--- src/adc_cycle_consts.vh ---
// named constants for the converter cycle control block
`ifndef ADC_CYCLE_CONSTS_VH
`define ADC_CYCLE_CONSTS_VH

// ==========================================================
// clock and timing
// power-on reset of 4 ms counted in 4 ns clock cycles
`define POR_CLK_CYCLES 20'hf4240
`define CONV_OSC_CYCLES 12'h800
`define CAL_OSC_CYCLES 12'h100
`define ISCK_HALF_CYCLES 8'h08

// ==========================================================
// output word layout
`define WORD_BITS 24
`define RESULT_BITS 17
`define EOC_READY 1'h0
`define EOC_BUSY 1'h1
`define DMY_BIT 1'h0
`define TAIL_BITS 4'h0
`define OVER_SIG 1'h1
`define OVER_MAG 17'h10000
`define UNDER_SIG 1'h0
`define UNDER_MAG 17'h00000

// ==========================================================
// serial edge counting
`define CNT_ZERO 5'h00
`define CNT_ONE 5'h01
`define CNT_LAST 5'h17
`define CNT_FULL 5'h18

// ==========================================================
// configuration word
// [3:0] positive channel, [7:4] negative channel, [9:8] rejection,
// [10] speed, [11] temperature sensor, [14:12] gain, [15] spare
`define CFG_BITS 16
`define CFG_DEFAULT 16'h0010

`endif

--- src/adc_cycle_ctrl.v ---
// cycle control of a delta-sigma converter: power-on reset, conversion, sleep, serial data and config
`timescale 1ns/1ns
`include "adc_cycle_consts.vh"

// What this block does
// - starts converting after power-up; sleeps when each conversion completes
// - stays asleep while chip select is high after a conversion
// - holds the finished result unchanged in the shift register while asleep
// - chip select low while asleep wakes into the data and config state
// - chip select high before any rising serial clock returns to sleep
// - chip select high after a rising serial clock aborts and starts converting
// - shifted word is the conversion just finished, one word per conversion
// - output bit changes on falling serial clock; host samples on rising
// - serial config input sampled on each of the first 16 rising serial clocks in data state
// - config received applies from the following conversion on, until a full new one replaces it
// - data state ends after 24 bits or chip select high; then converts if any serial clock rose, else sleeps
// - clock and free-running modes come only from pin driving, no programming
// - first conversion after a config change is valid, no settling conversions
// - every conversion contains offset and full-scale calibration
// - held in internal reset while supply monitor reports low supply
// - supply rising starts a power-on reset of about 4 ms
// - power-on reset clears internal registers, but loads the default config and sets busy, reset and output-disable flags
// - first conversion uses default channels, rejection, speed and gain
// - new config accepted during the first data state after reset
// - overrange and underrange reported with distinct codes
// - word: status, zero, sign, 17 result bits msb first, four zeros
// - output floats with chip select high; else busy high, ready low
// - serial clock low at power-up or chip select fall selects external clock
// - falling edge of 24th clock drives output high for next conversion
module adc_cycle_ctrl #(
  parameter CFG_BITS = `CFG_BITS,
  parameter POR_W = 20,
  parameter [POR_W-1:0] POR_CYCLES = `POR_CLK_CYCLES,
  parameter CONV_W = 12,
  parameter [CONV_W-1:0] CONV_OSC_CYCLES = `CONV_OSC_CYCLES,
  parameter [CONV_W-1:0] CAL_OSC_CYCLES = `CAL_OSC_CYCLES,
  parameter DIV_W = 8,
  parameter [DIV_W-1:0] ISCK_HALF = `ISCK_HALF_CYCLES
) (
  input wire REF_CLK_I,
  input wire RSTN_I,
  input wire SUPPLY_OK_I,
  input wire CONV_OSC_I,
  input wire CSN_I,
  input wire SCK_I,
  output wire SCK_O,
  output wire SCK_OE_N_O,
  input wire SERIAL_CONFIG_IN_I,
  output wire SERIAL_RESULT_OUT_O,
  output wire SERIAL_RESULT_OUT_OE_N_O,
  input wire ADC_SIGN_I,
  input wire [`RESULT_BITS-1:0] ADC_DATA_I,
  input wire ADC_OVER_I,
  input wire ADC_UNDER_I,
  output wire [CFG_BITS-1:0] CONFIG_O,
  output wire POR_ACTIVE_O,
  output wire CONV_ACTIVE_O,
  output wire CAL_ACTIVE_O,
  output wire CONV_DONE_O,
  output wire SLEEP_O,
  output wire INT_SCK_MODE_O
);

  // ==========================================================
  // states
  localparam [1:0] ST_POR = 2'h0;
  localparam [1:0] ST_CONV = 2'h1;
  localparam [1:0] ST_SLEEP = 2'h2;
  localparam [1:0] ST_DATA = 2'h3;
  localparam [CFG_BITS-1:0] CFG_RESET = `CFG_DEFAULT;

  // ==========================================================
  // pin synchronisers
  wire [4:0] pins_s;
  wire supply_s;
  wire osc_s;
  wire sdi_s;
  wire sck_s;
  wire csn_s;

  // chip select enters inverted, so cleared flops read as deselected
  // and the result output is not driven for two cycles after reset
  adc_sync2 #(
    .W(5)
  ) u_sync (
    .clk_i(REF_CLK_I),
    .rstn_i(RSTN_I),
    .d_i({SUPPLY_OK_I, CONV_OSC_I, SERIAL_CONFIG_IN_I, SCK_I, ~CSN_I}),
    .q_o(pins_s)
  );

  assign supply_s = pins_s[4];
  assign osc_s = pins_s[3];
  assign sdi_s = pins_s[2];
  assign sck_s = pins_s[1];
  // undo the inversion taken into the synchroniser
  assign csn_s = ~pins_s[0];

  // ==========================================================
  // state registers
  reg [1:0] state_q;
  reg [POR_W-1:0] por_cnt_q;
  reg [CONV_W-1:0] conv_cnt_q;
  reg osc_p_q;
  reg sck_p_q;
  reg int_mode_q;
  reg isck_q;
  reg isck_oe_n_q;
  reg [DIV_W-1:0] div_q;
  reg [4:0] rise_cnt_q;
  reg [4:0] fall_cnt_q;
  reg [`WORD_BITS-1:0] out_q;
  reg sdo_q;
  reg sdo_oe_n_q;
  reg [CFG_BITS-1:0] cfg_sh_q;
  reg [CFG_BITS-1:0] cfg_q;
  reg cal_q;
  reg conv_active_q;
  reg done_q;
  reg sleep_q;
  reg por_q;

  // ==========================================================
  // edge detection on synchronised pins
  wire osc_rise;
  wire ext_rise;
  wire ext_fall;
  wire isck_run;
  wire isck_tick;
  wire sck_rise;
  wire sck_fall;

  assign osc_rise = osc_s & ~osc_p_q;
  assign ext_rise = sck_s & ~sck_p_q;
  assign ext_fall = ~sck_s & sck_p_q;

  // internal clock runs only in data state with chip select low
  // stopping after 24 falls leaves the line to its pull-up between frames
  assign isck_run = (state_q == ST_DATA) && int_mode_q && !csn_s && (fall_cnt_q != `CNT_FULL);
  assign isck_tick = isck_run && (div_q == ISCK_HALF - 1'b1);

  // one pair of strobes serves both clock sources, so the cycle is the same
  // clock source by pin mode only
  assign sck_rise = int_mode_q ? (isck_tick & ~isck_q) : ext_rise;
  assign sck_fall = int_mode_q ? (isck_tick & isck_q) : ext_fall;

  // ==========================================================
  // result word assembly with range codes
  wire res_sig;
  wire [`RESULT_BITS-1:0] res_mag;
  wire [`WORD_BITS-1:0] res_word;

  // range codes replace sign and magnitude; each equals a word that in-range data can also give
  // distinct over and under codes
  assign res_sig = ADC_OVER_I ? `OVER_SIG : (ADC_UNDER_I ? `UNDER_SIG : ADC_SIGN_I);
  assign res_mag = ADC_OVER_I ? `OVER_MAG : (ADC_UNDER_I ? `UNDER_MAG : ADC_DATA_I);
  assign res_word = {`EOC_READY, `DMY_BIT, res_sig, res_mag, `TAIL_BITS};

  // ==========================================================
  // conversion start shared by the two converting exits from data state, abort and 24th fall
  task start_conv;
    begin
      state_q <= ST_CONV;
      conv_cnt_q <= {CONV_W{1'b0}};
      conv_active_q <= 1'b1;
      sleep_q <= 1'b0;
      // a readout cut short before all 16 config bits keeps the old settings
      // new config only for the next conversion
      if (rise_cnt_q >= CFG_BITS) begin
        cfg_q <= cfg_sh_q;
      end
    end
  endtask

  // ==========================================================
  // internal serial clock divider
  // restarts whenever the clock stops, so each frame opens with a full low phase
  always @(posedge REF_CLK_I) begin
    if (!RSTN_I || !supply_s) begin
      div_q <= {DIV_W{1'b0}};
      isck_q <= 1'b0;
      isck_oe_n_q <= 1'b1;
    end else begin
      isck_oe_n_q <= ~isck_run;
      if (!isck_run) begin
        div_q <= {DIV_W{1'b0}};
        isck_q <= 1'b0;
      end else if (isck_tick) begin
        div_q <= {DIV_W{1'b0}};
        isck_q <= ~isck_q;
      end else begin
        div_q <= div_q + 1'b1;
      end
    end
  end

  // ==========================================================
  // main cycle state machine
  always @(posedge REF_CLK_I) begin
    // supply loss takes the same path as the reset pin
    // low supply holds internal reset
    if (!RSTN_I || !supply_s) begin
      state_q <= ST_POR;
      por_cnt_q <= {POR_W{1'b0}};
      conv_cnt_q <= {CONV_W{1'b0}};
      osc_p_q <= 1'b0;
      sck_p_q <= 1'b0;
      int_mode_q <= 1'b0;
      rise_cnt_q <= `CNT_ZERO;
      fall_cnt_q <= `CNT_ZERO;
      out_q <= {`WORD_BITS{1'b0}};
      sdo_q <= `EOC_BUSY;
      sdo_oe_n_q <= 1'b1;
      cfg_sh_q <= {CFG_BITS{1'b0}};
      cfg_q <= CFG_RESET;
      cal_q <= 1'b0;
      conv_active_q <= 1'b0;
      done_q <= 1'b0;
      sleep_q <= 1'b0;
      por_q <= 1'b1;
    end else begin
      osc_p_q <= osc_s;
      sck_p_q <= sck_s;
      done_q <= 1'b0;
      // output floats whenever chip select is high
      sdo_oe_n_q <= csn_s;
      case (state_q)
        ST_POR: begin
          if (por_cnt_q == POR_CYCLES - 1'b1) begin
            por_q <= 1'b0;
            // mode is latched here and again at every wake-up
            // clock mode strap at power-up
            int_mode_q <= sck_s;
            // first conversion starts on its own
            state_q <= ST_CONV;
            conv_cnt_q <= {CONV_W{1'b0}};
            conv_active_q <= 1'b1;
          end else begin
            por_cnt_q <= por_cnt_q + 1'b1;
          end
        end
        ST_CONV: begin
          sdo_q <= `EOC_BUSY;
          cal_q <= (conv_cnt_q < CAL_OSC_CYCLES);
          // result sampled on the last step, so the word is never a stale one
          // oscillator edges time the conversion
          if (osc_rise) begin
            if (conv_cnt_q == CONV_OSC_CYCLES - 1'b1) begin
              out_q <= res_word;
              done_q <= 1'b1;
              conv_active_q <= 1'b0;
              cal_q <= 1'b0;
              state_q <= ST_SLEEP;
              sleep_q <= 1'b1;
              sdo_q <= `EOC_READY;
            end else begin
              conv_cnt_q <= conv_cnt_q + 1'b1;
            end
          end
        end
        ST_SLEEP: begin
          sdo_q <= `EOC_READY;
          // stay asleep while chip select high
          if (!csn_s) begin
            state_q <= ST_DATA;
            sleep_q <= 1'b0;
            // clock mode sampled at chip select fall
            int_mode_q <= sck_s;
            rise_cnt_q <= `CNT_ZERO;
            fall_cnt_q <= `CNT_ZERO;
            sdo_q <= out_q[`WORD_BITS-1];
          end
        end
        ST_DATA: begin
          // a rise and a fall never share a cycle, so one branch at a time is enough
          if (csn_s) begin
            if (rise_cnt_q == `CNT_ZERO) begin
              // no clock seen, back to sleep
              state_q <= ST_SLEEP;
              sleep_q <= 1'b1;
            end else begin
              start_conv;
              sdo_q <= `EOC_BUSY;
            end
          end else if (sck_rise && rise_cnt_q != `CNT_FULL) begin
            rise_cnt_q <= rise_cnt_q + `CNT_ONE;
            // config bit taken on rising edge
            if (rise_cnt_q < CFG_BITS) begin
              // accepted in any data state, first included
              cfg_sh_q <= {cfg_sh_q[CFG_BITS-2:0], sdi_s};
            end
          end else if (sck_fall && rise_cnt_q > fall_cnt_q) begin
            fall_cnt_q <= fall_cnt_q + `CNT_ONE;
            if (fall_cnt_q == `CNT_LAST) begin
              // 24th falling edge marks new conversion
              sdo_q <= `EOC_BUSY;
              start_conv;
            end else begin
              out_q <= {out_q[`WORD_BITS-2:0], 1'b0};
              sdo_q <= out_q[`WORD_BITS-2];
            end
          end
        end
        default: begin
          state_q <= ST_POR;
        end
      endcase
    end
  end

  // ==========================================================
  // outputs straight from flops
  // no output is combinational, so the pins cannot glitch
  // config held fixed for a whole conversion, so each result is valid
  assign CONFIG_O = cfg_q;
  assign SCK_O = isck_q;
  assign SCK_OE_N_O = isck_oe_n_q;
  assign SERIAL_RESULT_OUT_O = sdo_q;
  assign SERIAL_RESULT_OUT_OE_N_O = sdo_oe_n_q;
  assign POR_ACTIVE_O = por_q;
  assign CONV_ACTIVE_O = conv_active_q;
  assign CAL_ACTIVE_O = cal_q;
  assign CONV_DONE_O = done_q;
  assign SLEEP_O = sleep_q;
  assign INT_SCK_MODE_O = int_mode_q;

endmodule

--- src/adc_sync2.v ---
// two-flop synchroniser for pins arriving from outside the clock domain
`timescale 1ns/1ns

module adc_sync2 #(
  parameter W = 1
) (
  input wire clk_i,
  input wire rstn_i,
  input wire [W-1:0] d_i,
  output reg [W-1:0] q_o
);

  reg [W-1:0] meta_q;

  // ==========================================================
  // first stage feeds only the second stage
  always @(posedge clk_i) begin
    if (!rstn_i) begin
      meta_q <= {W{1'b0}};
      q_o <= {W{1'b0}};
    end else begin
      meta_q <= d_i;
      q_o <= meta_q;
    end
  end

endmodule

--- config.mk ---
export PLATFORM = sky130hd
export DESIGN_NAME = adc_cycle_ctrl
export DESIGN_NICKNAME = d
export VERILOG_FILES = /design/src/adc_cycle_ctrl.v /design/src/adc_sync2.v
export VERILOG_INCLUDE_DIRS = /design/src
export SDC_FILE = /design/constraint.sdc
export NUM_CORES = 1
export LEC_CHECK = 0
export ABC_AREA = 1
export BUFFER_PORTS_ARGS = -buffer_cell sky130_fd_sc_hd__buf_2
export CORE_MARGIN = 3
export CORE_UTILIZATION = 54
export CTS_CLUSTER_SIZE = 20
export DETAILED_ROUTE_END_ITERATION = 10
export MAX_ROUTING_LAYER = met4
export PLACE_DENSITY_LB_ADDON = 0.25
export SYNTH_ARGS = -nofsm -noshare
export SYNTH_HDL_FRONTEND = slang
export SYNTH_HIERARCHICAL = 1
export SYNTH_SLANG_ARGS = --single-unit
--- constraint.sdc ---
create_clock -name REF_CLK_I -period 1.9 [get_ports REF_CLK_I]
set_input_delay 0.38 -clock REF_CLK_I [delete_from_list [all_inputs] [get_ports REF_CLK_I]]
set_output_delay 0.38 -clock REF_CLK_I [all_outputs]
set_load 0.01 [all_outputs]
==> flow_summary_export.csv, run 1 <==
group,metric,value,unit
synth,synth_area_leaders,"dfxtp_1 39%, nand2_1 14%, nor2_1 11%",
synth,avgSynthCellArea,6.43,µm²
grt,grt_pass1_vias,5692,
cells_and_area,num_antenna_cells,0,
flow_run,maxCapViolations,0,
hold_path,min_path_type,"in -> reg",
sta,period_minus_slack,1.95,ns
placement,portBuffers,52,
clock_network,worstSkewPairLatency,0.43,ns
synth,synth.largest_area_cell,"dfxtp_1",
floorplan,start_util,56.1,%
grt,antenna_found_initial,0,
synth,synth_edf_count,0,
sta,worst_pin_slew,0.566,ns
routing,dr.pass1.iters,5,
pwr,fin_total_pwr,5.94,mW
sta,finalHoldViolations,0,
sta,fin_ws,-0.0527,ns
sta,worst_clock_skew,0.0105,ns
clock_network,path_clk_slew,0.06,ns
synth,synthCells,1009,
synth,synthDistinctLibCells,36,
setup_path,critPathMaxFanout,16,
sta,setup_viol,34,
sta,finalCritPeriodShare,103,%
clock_network,hold_buffers,0,
clock_network,cts_made_buffers,17,
setup_path,worstPathArrival,2.31,ns
run_status,status,"finished with violations",
synth,ys_seq_elements,126,
run_status,failed_checks,"negative setup slack",
synth,netlist_area,6490,µm²
synth,syn_nets,1048,
sta,holdWs,0.131,ns
grt,grt_max_degree,81,
clock_network,cts_tree,"yes",
synth,synthFlopType,"dfxtp_1",
floorplan,rows,39,
pwr,p_leak,3.56,nW
sta,timing.fmax,512,MHz
synth,synth_warnings,6,
placement,place_ws,-0.0745,ns
routing,routed_wirelength,17900,µm
setup_path,critPathKind,"reg -> reg",
floorplan,dieArea,13400,µm²
grt,grt_pass1_wl,25300,µm
setup_path,start_kind,"flop",
floorplan,io_pins,53,
routing,route.detailed.drc,0,
clock_network,h-tree-depth,4,
synth,synth_most_common_cell,"nand2_1",
setup_path,crit_required,2.25,ns
grt,track_usage,23.8,%
synth,synth-async-reset-ratio,0,%
clock_network,clock-root-buffer,"clkbuf_16",
sta,slew_headroom,62.0,%
synth,synthTopCellsByCount,"248 x nand2_1, 183 x nor2_1, 133 x inv_1, 126 x dfxtp_1, 73 x nand3_1",
synth,ys_seq_area_share,38.9,%
sta,rsz0062_at_grt,"yes",
pwr,power_density,691,nW/µm²
placement,dp_hpwl,9740,µm
floorplan,chipWidth,116,µm
routing,wl_per_cell,14.1,µm
routing,via_per_inst,5.35,
cells_and_area,layout-drive-gt1-share,26.0,%
floorplan,dieHeight,116,µm
placement,gp_congestion,0.926,
routing,num_vias,6792,
synth,synth_top_area_share,38.9,%
cells_and_area,final_nets,1153,
clock_network,cts_sinks,126,
routing,drt_iter0_markers,637,
floorplan,core_area,11600,µm²
setup_path,crit_path_end_kind,"flop",
clock_network,cts.path.max_buffers,2,
sta,drv_slew,0,
grt,grt-ovfl-total,0,
pwr,peakVddDrop,756,µV
cells_and_area,area_delta_synth_final,32.3,%
routing,ant_nets,0,
final cells by class:
| cell class | instances | area, µm² |
|---|---|---|
| Clock buffer | 18 | 429 |
| Tap cell | 143 | 179 |
| Timing Repair Buffer | 128 | 1100 |
| Clock inverter | 13 | 143 |
| Fill cell | 870 | 2980 |
| Sequential cell | 126 | 2550 |
| Inverter | 143 | 539 |
| Multi-Input combinational cell | 698 | 3650 |
flip-flops by register name, summed over array words and instances (netlist names), 2 cells and up:
register and count:
CONFIG_O 16, cfg_sh_q 16, conv_cnt_q 12, div_q 8, fall_cnt_q 5, out_q 20, por_cnt_q 20, rise_cnt_q 5
state_q 2, u_sync/meta_q 5, u_sync/q_o 5
placed cells by master (no fill, tap or decap), types with 10 or more instances in the layout:
master / synthesis / layout
buf_2: 17 / 52
inv_2: 10 / 20
dfxtp_2: 0 / 16
a31oi_1: 16 / 16
o21ai_0: 18 / 18
a21oi_1: 54 / 50
clkbuf_16: 0 / 24
inv_1: 133 / 122
nand4_1: 35 / 35
nor2_2: 5 / 14
nand3_2: 1 / 14
xor2_1: 10 / 10
buf_4: 4 / 52
nand2_2: 6 / 32
dfxtp_1: 126 / 109
nand3_1: 73 / 59
nor2_1: 183 / 168
nand2_1: 248 / 214
nor3_1: 15 / 13
per-stage QoR:
step	instance area, µm²	cells	setup TNS [ns]	util (%)
finish	8580	1269	-0.600	74.2
global route	8580	1269	-7.54	74.2
CTS	7880	1245	0	68.2
detailed placement	7170	1209	-1.20	62.0
global placement	7170	1209	0	62.0
floorplan	6490	1009	0	-
final timing paths:
kind / from / slack, ns / depth (start not counted) / to
setup reg to reg: fall_cnt_q[1] / -0.05 / 12 / cfg_sh_q[3]
hold / removal: SCK_I / 0.13 / 3 / u_sync/meta_q[1]
setup / recovery: fall_cnt_q[1] / -0.05 / 12 / cfg_sh_q[3]
hold reg to reg: u_sync/meta_q[4] / 0.41 / 2 / u_sync/q_o[4]
layer usage:
layer	global-route usage (%)	vias to the layer above	wire length, µm
met4	8.74	0	327
met5	-	-	0
met3	5.48	36	1070
met1	30.1	3122	7790
met2	37.2	239	8680
li1	-	3395	-
where the power goes:
part | internal, mW | switching (mW)
Clock | 1.92 | 1.23
Sequential | 2.65 | 0.00485
Combinational | 0.0487 | 0.0703
cell families after synthesis:
| kind of cell | share of synthesized area [%] |
|---|---|
| adder cells (fa/ha/maj) | 2.31 |
| buffers and inverters | 11.6 |
| XOR/XNOR | 1.75 |
| flip-flops | 38.9 |
| AND/OR/NAND/NOR | 37.7 |
| AO/OA/AOI/OAI | 7.81 |
worst max-delay path, cell delays in order, from the launching register on:
cell	delay, ns
dfxtp_2	0.34
inv_2	0.06
ha_4	0.15
nand2_1	0.06
nor2_1	0.06
nor2_2	0.25
nand2_4	0.11
o21ai_4	0.18
nand4_4	0.19
clkbuf_16	0.25
nand2_1	0.07
nand2_1	0.05
nor2_1	0.11
repair_timing:
item	4_1_cts	5_1_grt
gates resized for setup	23	118
pin swaps	4	55
gates cloned	1	10
buffers inserted	4	14
setup endpoints to repair	33	76
No activity file was read; power rests on OpenSTA's default activity.
==> run 2: changes to the inputs <==
clock period = 1.76 ns   (was 1.9 ns; I/O delays follow)
==> run 2 against run 1 <==
Against the previous run:
- the flow still finishes with violations (negative setup slack)
- core utilization is 3.7 points higher
- final area rose by 4.9%
- register-to-register slack worse by 0.22 ns
- global-route usage is 1.8 points higher
- hold slack worse by 0.038 ns
- worst setup slack got worse by 0.22 ns
- critical path depth unchanged
- critical path type unchanged
- critical endpoint is now cfg_sh_q[12]
==> flow_summary_export.csv, run 2 (synthesized netlist as in run 1, its figures left out) <==
group,metric,value,unit
run_status,status,"finished with violations",
run_status,failed_checks,"negative setup slack",
setup_path,worstPathArrival,2.39,ns
sta,setup_viol,80,
flow_run,maxCapViolations,0,
clock_network,cts_made_buffers,17,
cells_and_area,final_cell_mix,"200 x nand2_1, 149 x nor2_1, 124 x inv_1",
cells_and_area,final_nets,1176,
hold_path,hp-start,"SERIAL_CONFIG_IN_I",
routing,wl_per_cell,15.3,µm
setup_path,crit_required,2.12,ns
grt,grt_max_degree,40,
grt,antenna_found_initial,0,
sta,holdWs,0.0935,ns
grt,grt-ovfl-total,0,
floorplan,io_pins,53,
cells_and_area,utilization,77.9,%
clock_network,cts_tree,"yes",
routing,drt_iter0_markers,703,
pwr,fin_total_pwr,6.57,mW
setup_path,critPathKind,"reg -> reg",
setup_path,regToRegStartpoint,"fall_cnt_q[0]",
sta,setup_tns,-13.54,ns
routing,dr.pass1.iters,6,
clock_network,path_clk_slew,0.06,ns
sta,slew_headroom,62.3,%
floorplan,dieArea,13400,µm²
sta,rsz0062_at_grt,"yes",
sta,fin_ws,-0.273,ns
placement,gp_congestion,0.924,
pwr,power_density,729,nW/µm²
sta,worst_clock_skew,0.00993,ns
clock_network,cts.path.max_buffers,2,
routing,num_vias,7093,
pwr,peakVddDrop,739,µV
placement,portBuffers,52,
sta,drv_slew,0,
placement,dp_hpwl,10100,µm
setup_path,crit_path_end_kind,"flop",
floorplan,dieHeight,116,µm
cells_and_area,area_delta_synth_final,38.8,%
pwr,p_leak,3.65,nW
cells_and_area,layout-drive-gt1-share,31.0,%
clock_network,cts_sinks,126,
floorplan,chipWidth,116,µm
clock_network,clock-root-buffer,"clkbuf_16",
sta,finalHoldViolations,0,
setup_path,critPathMaxFanout,8,
sta,finalCritPeriodShare,115,%
grt,grt_pass1_wl,26900,µm
hold_path,min_path_type,"in -> reg",
sta,period_minus_slack,2.03,ns
routing,ant_nets,0,
placement,place_ws,-0.212,ns
sta,worst_pin_slew,0.562,ns
cells_and_area,final_common_cell,"nand2_1",
setup_path,start_kind,"flop",
floorplan,rows,39,
floorplan,start_util,56.1,%
floorplan,core_area,11600,µm²
setup_path,crit_start,"fall_cnt_q[0]",
clock_network,h-tree-depth,4,
cells_and_area,top_regs,"out_q (20), por_cnt_q (20)",
clock_network,worstSkewPairLatency,0.43,ns
grt,track_usage,25.6,%
cells_and_area,fillers,763,
routing,via_per_inst,5.49,
grt,grt_pass1_vias,6023,
sta,timing.fmax,492,MHz
routing,route.detailed.drc,0,
routing,routed_wirelength,19800,µm
cells_and_area,num_antenna_cells,0,
run 2: per-layer routing:
metal / up-vias / track usage, % / share of wire (%) / routed length [µm]
met3: 67 / 6.11 / 6.5 / 1280
met5: - / - / 0 / 0
met2: 304 / 41.6 / 48 / 9550
met4: 0 / 8.28 / 3.5 / 700
met1: 3286 / 31.5 / 42 / 8280
li1: 3436 / - / - / -
run 2: worst max-delay path, cell delays in order (launching register included):
cell	delay, ns
dfxtp_4	0.37
inv_2	0.06
ha_4	0.15
nand2_2	0.06
nor2_2	0.04
nor2_2	0.17
nand2_2	0.12
o21ai_4	0.24
nand4_4	0.25
clkbuf_16	0.26
nand2_2	0.05
nand2_1	0.05
nor2_1	0.14
run 2: path summary, 6_finish.rpt:
path | end | cells after the start | slack (ns)
hold reg to reg | u_sync/q_o[3] | 2 | 0.43
hold / removal | u_sync/meta_q[2] | 3 | 0.09
setup / recovery | cfg_sh_q[12] | 12 | -0.27
setup reg to reg | cfg_sh_q[12] | 12 | -0.27
run 2: cell type report:
| class | instances | area (µm²) | area share, % |
|---|---|---|---|
| clock inverter | 12 | 138 | 1.53 |
| timing repair buffer | 152 | 1290 | 14.3 |
| clock buffer | 19 | 453 | 5.03 |
| tap | 143 | 179 | 1.99 |
| sequential | 126 | 2540 | 28.2 |
| multi-input combinational | 697 | 3870 | 42.9 |
| inverter | 143 | 544 | 6.04 |
run 2: metrics by stage:
step | instances | area [µm²]
floorplan | 1009 | 6510
CTS | 1283 | 8400
detailed placement | 1241 | 7420
global placement | 1241 | 7420
global route | 1292 | 9010
finish | 1292 | 9010
run 2: timing repair:
item	4_1_cts	5_1_grt
pin swaps	10	43
setup endpoints to repair	77	88
hold buffers	0	0
cloned	6	5
gates resized for setup	64	134
setup buffers	5	6
run 2: report_power, final:
group	internal (mW)	leakage (nW)	switching [mW]
combinational	0.0695	2.36	0.0920
sequential	2.86	1.02	0.00608
clock	2.15	0.274	1.39
